--- config.mk ---
export PLATFORM = sky130hd
export DESIGN_NAME = pot23_terminal_connect_ctrl
export DESIGN_NICKNAME = d
export VERILOG_FILES = /design/src/common/pot23_pkg.sv /design/src/core/pot23_terminal_connect_ctrl.sv
export VERILOG_INCLUDE_DIRS = /design/src /design/src/common
export SDC_FILE = /design/constraint.sdc
export NUM_CORES = 1
export LEC_CHECK = 0
export BUFFER_PORTS_ARGS = -buffer_cell sky130_fd_sc_hd__buf_2
export CORE_MARGIN = 5
export CORE_UTILIZATION = 41
export CTS_BUF_LIST = sky130_fd_sc_hd__clkbuf_4
export DETAILED_ROUTE_END_ITERATION = 8
export PLACE_DENSITY = 0.69
export SETUP_SLACK_MARGIN = 0.5
export SYNTH_ARGS = -nofsm -noshare
export SYNTH_HDL_FRONTEND = slang
export SYNTH_SLANG_ARGS = --single-unit
--- constraint.sdc ---
create_clock -name clk -period 1.08 [get_ports clk]
set_input_delay 0.162 -clock clk [delete_from_list [all_inputs] [get_ports clk]]
set_output_delay 0.162 -clock clk [all_outputs]
set_load 0.01 [all_outputs]
--- src/common/pot23_defs.svh ---
`ifndef POT23_DEFS_SVH
`define POT23_DEFS_SVH
`define POT23_REG_W 9
`define POT23_RESET_VAL 9'h1ff
`define POT23_RSVD_BIT 8
`define POT23_N3_FORCE_N_BIT 7
`define POT23_N3_A_BIT 6
`define POT23_N3_W_BIT 5
`define POT23_N3_B_BIT 4
`define POT23_N2_FORCE_N_BIT 3
`define POT23_N2_A_BIT 2
`define POT23_N2_W_BIT 1
`define POT23_N2_B_BIT 0
`define POT23_NET_W 4
`endif

--- src/common/pot23_pkg.sv ---
package pot23_pkg;
    typedef logic [3:0] pot23_net_t;
    typedef enum logic {POT23_NORMAL, POT23_SHUTDOWN} pot23_mode_e;
endpackage

--- src/core/pot23_terminal_connect_ctrl.sv ---
// Overview of operation
// - A zero shutdown-force bit (bit 7 net 3, bit 3 net 2) puts that network into legacy shutdown.
// - A one shutdown-force bit leaves the terminals under the network's own connect bits.
// - The wiper connect bit (bit 5 net 3, bit 1 net 2) connects the wiper when one, isolates when zero.
// - The terminal A bit (bit 6 net 3, bit 2 net 2) connects terminal A when one, isolates when zero.
// - Power-on or brown-out reset loads all nine bits with ones.
// - While a network's lock is set, writes to its four bits are ignored.
// - In shutdown terminal A is isolated and the wiper is tied to terminal B, connect bits ignored.
// - Shutdown never alters stored bits; on exit the stored bits control the terminals again.
`timescale 1ns/1ps
`include "pot23_defs.svh"
module pot23_terminal_connect_ctrl
    import pot23_pkg::*;
(
    input wire logic clk,
    input wire logic reset,
    input wire logic writeStrobe,
    input wire logic [8:0] writeData,
    input wire logic net2Lock,
    input wire logic net3Lock,
    output logic [8:0] readData,
    output logic net2TermAConnect,
    output logic net2WiperConnect,
    output logic net2TermBConnect,
    output logic net2WiperToB,
    output logic net3TermAConnect,
    output logic net3WiperConnect,
    output logic net3TermBConnect,
    output logic net3WiperToB
);
    logic [7:0] ctrl_reg;
    logic [7:0] ctrl_next;
    logic [8:0] readData_next;
    pot23_mode_e net3Mode;
    pot23_mode_e net2Mode;
    logic net3TermAConnect_next;
    logic net3WiperConnect_next;
    logic net3TermBConnect_next;
    logic net3WiperToB_next;
    logic net2TermAConnect_next;
    logic net2WiperConnect_next;
    logic net2TermBConnect_next;
    logic net2WiperToB_next;
    wire logic write2 = writeStrobe && !net2Lock;
    wire logic write3 = writeStrobe && !net3Lock;

    // only the write path touches ctrl_reg, so shutdown cannot corrupt it
    assign ctrl_next[7:4] = write3 ? writeData[7:4] : ctrl_reg[7:4];
    assign ctrl_next[3:0] = write2 ? writeData[3:0] : ctrl_reg[3:0];

    // decoded from ctrl_next so the pins move on the same edge as readData
    assign net3Mode = ctrl_next[`POT23_N3_FORCE_N_BIT] ? POT23_NORMAL : POT23_SHUTDOWN;
    assign net2Mode = ctrl_next[`POT23_N2_FORCE_N_BIT] ? POT23_NORMAL : POT23_SHUTDOWN;
    wire logic down3 = (net3Mode == POT23_SHUTDOWN);
    wire logic down2 = (net2Mode == POT23_SHUTDOWN);

    assign readData_next = {1'b1, ctrl_next};
    // shutdown: A off, W tied to B, individual bits ignored
    assign net3TermAConnect_next = !down3 && ctrl_next[`POT23_N3_A_BIT];
    assign net3WiperConnect_next = down3 || ctrl_next[`POT23_N3_W_BIT];
    assign net3TermBConnect_next = down3 || ctrl_next[`POT23_N3_B_BIT];
    assign net3WiperToB_next = down3;
    assign net2TermAConnect_next = !down2 && ctrl_next[`POT23_N2_A_BIT];
    assign net2WiperConnect_next = down2 || ctrl_next[`POT23_N2_W_BIT];
    assign net2TermBConnect_next = down2 || ctrl_next[`POT23_N2_B_BIT];
    assign net2WiperToB_next = down2;

    always_ff @(posedge clk or posedge reset) begin
        if (reset) begin
            ctrl_reg <= 8'(`POT23_RESET_VAL);
            readData <= `POT23_RESET_VAL;
            net2TermAConnect <= 1'b1;
            net2WiperConnect <= 1'b1;
            net2TermBConnect <= 1'b1;
            net2WiperToB <= 1'b0;
            net3TermAConnect <= 1'b1;
            net3WiperConnect <= 1'b1;
            net3TermBConnect <= 1'b1;
            net3WiperToB <= 1'b0;
        end else begin
            ctrl_reg <= ctrl_next;
            readData <= readData_next;
            net3TermAConnect <= net3TermAConnect_next;
            net3WiperConnect <= net3WiperConnect_next;
            net3TermBConnect <= net3TermBConnect_next;
            net3WiperToB <= net3WiperToB_next;
            net2TermAConnect <= net2TermAConnect_next;
            net2WiperConnect <= net2WiperConnect_next;
            net2TermBConnect <= net2TermBConnect_next;
            net2WiperToB <= net2WiperToB_next;
        end
    end
endmodule // pot23_terminal_connect_ctrl

Yosys cells after proc, flatten, opt, wreduce, memory -nomap -nowiden
Cells that the tools add are included.
{"block": "totals", "regBits": 16, "wordCells": 23, "input_bits": 14, "output_inout_bits": 17}
{"block": "op_classes", "n_reduce_logical": 10, "n_mux": 4}
{"cell": "$mux W4", "n": 2}
{"cell": "$logic_and A1 B1 Y1", "n": 4}
{"cell": "$logic_or A1 B1 Y1", "n": 4}
{"cell": "$logic_not A1 Y1", "n": 2}
{"cell": "$mux W1", "n": 2}

Logic depth before layout (Yosys ltp)
{"block": "depth", "ltp_word": 5, "depth_mapped": 3, "mapped_depth_nobuf": 2}

Least setup slack after synthesis
Ideal clock, no wire load.
{"block": "synth_path", "kind": "register -> register", "start": "register (tool-made name)", "end": "register net3TermAConnect", "period_less_slack_ns": 0.816, "t_arrival_ns": 0.741, "slack_ns": 0.264, "stages_incl_launch_ff": 3, "t_required_ns": 1.005, "path_buffers": 0, "setup_time_ns": 0.075, "path_cell_list": "dfstp_2 -> nand2_1 -> mux2i_1"}
{"element": "end signal: assignment", "line": "pot23_terminal_connect_ctrl.sv:83", "text": "net3TermAConnect <= net3TermAConnect_next;"}
{"element": "end: declaration", "line": "pot23_terminal_connect_ctrl.sv:26", "text": "output logic net3TermAConnect,"}

Worst setup path after layout
{"block": "layout_path", "start": "register readData[5]", "end": "output port readData[5]"}
{"element": "start: declaration", "line": "pot23_terminal_connect_ctrl.sv:21", "text": "output logic [8:0] readData,"}
{"element": "start signal: assignment", "line": "pot23_terminal_connect_ctrl.sv:71", "text": "readData <= `POT23_RESET_VAL;"}
{"element": "start signal: assignment", "line": "pot23_terminal_connect_ctrl.sv:82", "text": "readData <= readData_next;"}
No word-level cell between the ends.

==> summary.md <==
| Metric | Value |
|---|---|
| Max Fclk | `912 MHz` |
| Synthesized area divided by synthesized cell count | `14.2 um^2` |
| Horiz. Die Dim | `52 um` |
| Stages on the worst setup path | `1` |
| Half-perimeter wire length after detailed placement | `1040 um` |
| Placer Congestion | `0.697` |
| Avg WL per Cell | `13.1 um` |
| Clock input transition at the sequential cells of the worst setup and hold paths | `0.08 ns` |
| Min-delay worst type | `primary input to async pin` |
| Hold slack | `-0.124 ns` |
| Critical Path Sink Type | `output pin` |
| Worst reg2reg setup slack | `0.08 ns` |
| Power per standard cell area | `1480 nW/um^2` |
| Clock period minus final worst setup slack | `1.10 ns` |
| Area of the die | `2700 um^2` |
| Commonest cells after routing, fill and taps aside | `sky130_fd_sc_hd__buf_6, sky130_fd_sc_hd__dfstp_2, sky130_fd_sc_hd__buf_2` |
| Number of pins exceeding their max-slew limit in the final report | `0` |
| Fin worst setup slack | `-0.0168 ns` |
| Comb pwr share | `0.339` |
| Register area share after synthesis | `0.578` |
| WP buf/inv | `1` |
| Leading cell type in the layout, fill and taps excluded | `sky130_fd_sc_hd__buf_6` |
| Fin Setup TNS | `-0.0554 ns` |
| Detailed Routing Iterations Pass 1 | `1` |
| Cell-by-cell trace of the critical path | `buf_6` |
| Failing checks | `negative hold slack, negative setup slack` |
| IO Pins | `31` |
| Number of storage elements in the synthesis netlist | `16` |
| Worst vdd ir | `0.000721 V` |
| Global-route wire length before repair | `2480 um` |
| Maximum fanout encountered on the critical timing path | `2` |
| Status | `finished with violations` |
| Global router's overall resource usage | `0.126` |
| Area growth, synth to finish | `54.5%` |
| Vias in the first global route | `580` |
| Setup violation total in the final timing report | `6` |
| Period Utilization, post-route | `1.02` |
| Required time of the critical path | `0.92 ns` |
| Drt initial violations | `0` |
| Pin count of the biggest net entering global routing | `17` |
| Unrepaired setup endpoints after global routing | `true` |
| Fin Clk Skew | `0.000978 ns` |
| Sum of routed wire length over all layers | `1500 um` |
| FILL cells | `127` |
| Worst rel slew slack | `0.639` |
| Via/cell ratio | `4.52` |
| Starting Density | `0.423` |
| CTS tree | `built` |
| Total clock sinks | `16` |
| Net switching share of the total power | `0.260` |
| Endpoint of the lowest-slack register-to-register path | `net2TermAConnect$_DFF_PP1_` |
| Cell accounting for the most synthesized area | `sky130_fd_sc_hd__dfstp_2` |
| Die Height | `52 um` |
| Antenna diode count | `0` |
| Layout cell share with drive strength beyond 1 | `0.798` |
| Slowest stage cell, crit path | `sky130_fd_sc_hd__dfstp_2` |
| Number of H-tree levels | `1` |
| Vias after detailed routing | `515` |
| Core Rows | `15` |
| Post-detailed-placement cell area | `887 um^2` |
| Total non-filler cell area in the finished layout | `1120 um^2` |
| Worst-Margin Slew | `0.534 ns` |
| Leak pwr | `0.555 nW` |
| Grt ovf | `0` |
| Leading post-synthesis cells by cell area | `sky130_fd_sc_hd__dfstp_2, sky130_fd_sc_hd__mux2_4, sky130_fd_sc_hd__dfrtp_1, sky130_fd_sc_hd__mux2i_1, sky130_fd_sc_hd__nor4bb_1` |
| Share of the core filled with cells in the final layout | `0.654` |
| Clock latency on the worst-skew pair | `0.27 ns` |
| Distinct cells, synth | `12` |
| Pre-CTS worst setup slack | `0.206 ns` |
| Synth Instances | `51` |
| Total of warnings raised by yosys | `0` |
| Register-to-Register Path Depth | `4` |
| Power dissipated by switching net loads | `0.428 mW` |
| Start-to-end type of the worst setup path | `register to output pin` |
| Largest delay contributor family on the critical path | `flip-flops` |
| Number of CTS-inserted buffers | `3` |
| Net count after synthesis | `65` |
| Root Buffer | `sky130_fd_sc_hd__clkbuf_4` |
| Arrival time at the worst endpoint | `0.93 ns` |
| Max clock buf depth | `2` |
| Number of antenna violations at the first check in global routing | `0` |
| Proportion of power drawn by flip-flops and latches | `0.483` |
| Final Net Count | `105` |
| Detailed-route DRC error count | `0` |
| Portion of synthesized cell area occupied by the leading cell type | `0.509` |
| CP peak stage delay | `0.56 ns` |
| Synthesized cell area | `723 um^2` |
| Category of the worst setup path launch point | `register` |
| Antenna Violating Nets Remaining | `0` |
| Count of input and output buffers | `28` |
| Cell Int Power | `1.22 mW` |
| Core Box Area | `1710 um^2` |
| Final hold violation count | `2` |
| Part of the total power dissipated in the clock network | `0.178` |
| Count of maximum capacitance violations | `0` |
==> logic make-up (layout without fill, tap and decap cells) <==
group,count (synthesis),count (layout),synth area share
AOI/OAI and AO/OA,4,4,0.0346
buffers and inverters,8,46,0.0675
DFF,16,16,0.578
muxes,12,12,0.221
other,1,1,0.00519
and+or+nand+nor,10,10,0.0934
==> synth_stat cells <==
| master | n |
|---|---|
| sky130_fd_sc_hd__mux2_4 | 8 |
| sky130_fd_sc_hd__inv_1 | 5 |
| sky130_fd_sc_hd__buf_6 | 2 |
| sky130_fd_sc_hd__a31oi_1 | 4 |
| sky130_fd_sc_hd__buf_4 | 1 |
| sky130_fd_sc_hd__conb_1 | 1 |
| sky130_fd_sc_hd__dfrtp_1 | 2 |
| sky130_fd_sc_hd__nor4bb_1 | 4 |
| sky130_fd_sc_hd__nand2b_1 | 2 |
| sky130_fd_sc_hd__dfstp_2 | 14 |
| sky130_fd_sc_hd__nand2_1 | 4 |
| sky130_fd_sc_hd__mux2i_1 | 4 |
==> power groups by stage <==
| stage | Combinational (mW) | Clock, mW | Sequential, mW |
|---|---|---|---|
| CTS | 0.527 | 0.309 | 0.794 |
| global route | 0.604 | 0.328 | 0.808 |
| global placement | 0.326 | 0 | 0.798 |
| finish | 0.560 | 0.293 | 0.797 |
| floorplan | 0.155 | 0 | 0.846 |
| detailed placement | 0.332 | 0 | 0.805 |
==> timing repair <==
action	in CTS	in global routing
endpoints found under the setup margin	32	32
setup buffers	9	0
hold endpoints to repair	2	2
resized for setup	18	8
==> worst max-delay path by stage <==
stage / startpoint / to / slack (ns)
finish: readData[5]$_DFF_PP1_ / readData[5] / -0.02
global route: register / readData[3] / -0.04
CTS: register / readData[3] / -0.02
detailed placement: register / readData[7] / 0.21
global placement: net3Lock / readData[6]$_DFF_PP1_ / 0.21
floorplan: register / net2TermAConnect$_DFF_PP1_ / 0.27
==> area by class of cell <==
cell class	count	area, um^2	share of cell area
sequential	16	418	0.374
timing repair buffer	38	325	0.291
multi-input combinational	27	302	0.270
tap	25	31.3	0.0280
clock buffer	3	22.5	0.0202
inverter	5	18.8	0.0168
==> through the flow <==
stage          total power [mW]  hold slack [ns]  instances
2_1_floorplan              1.00           0.0657         51
5_1_grt                    1.74           -0.102        114
4_1_cts                    1.63           -0.129        114
3_5_place_dp               1.14            0.172        102
3_3_place_gp               1.12            0.173        102
6_report                   1.65           -0.124        114
==> layer usage <==
layer  global-route usage  routed length, um
met1                0.142                591
met2                0.220                844
met4               0.0786                 23
met3               0.0172                 37
met5                    0                  0
(Power assumes the default switching activity.)
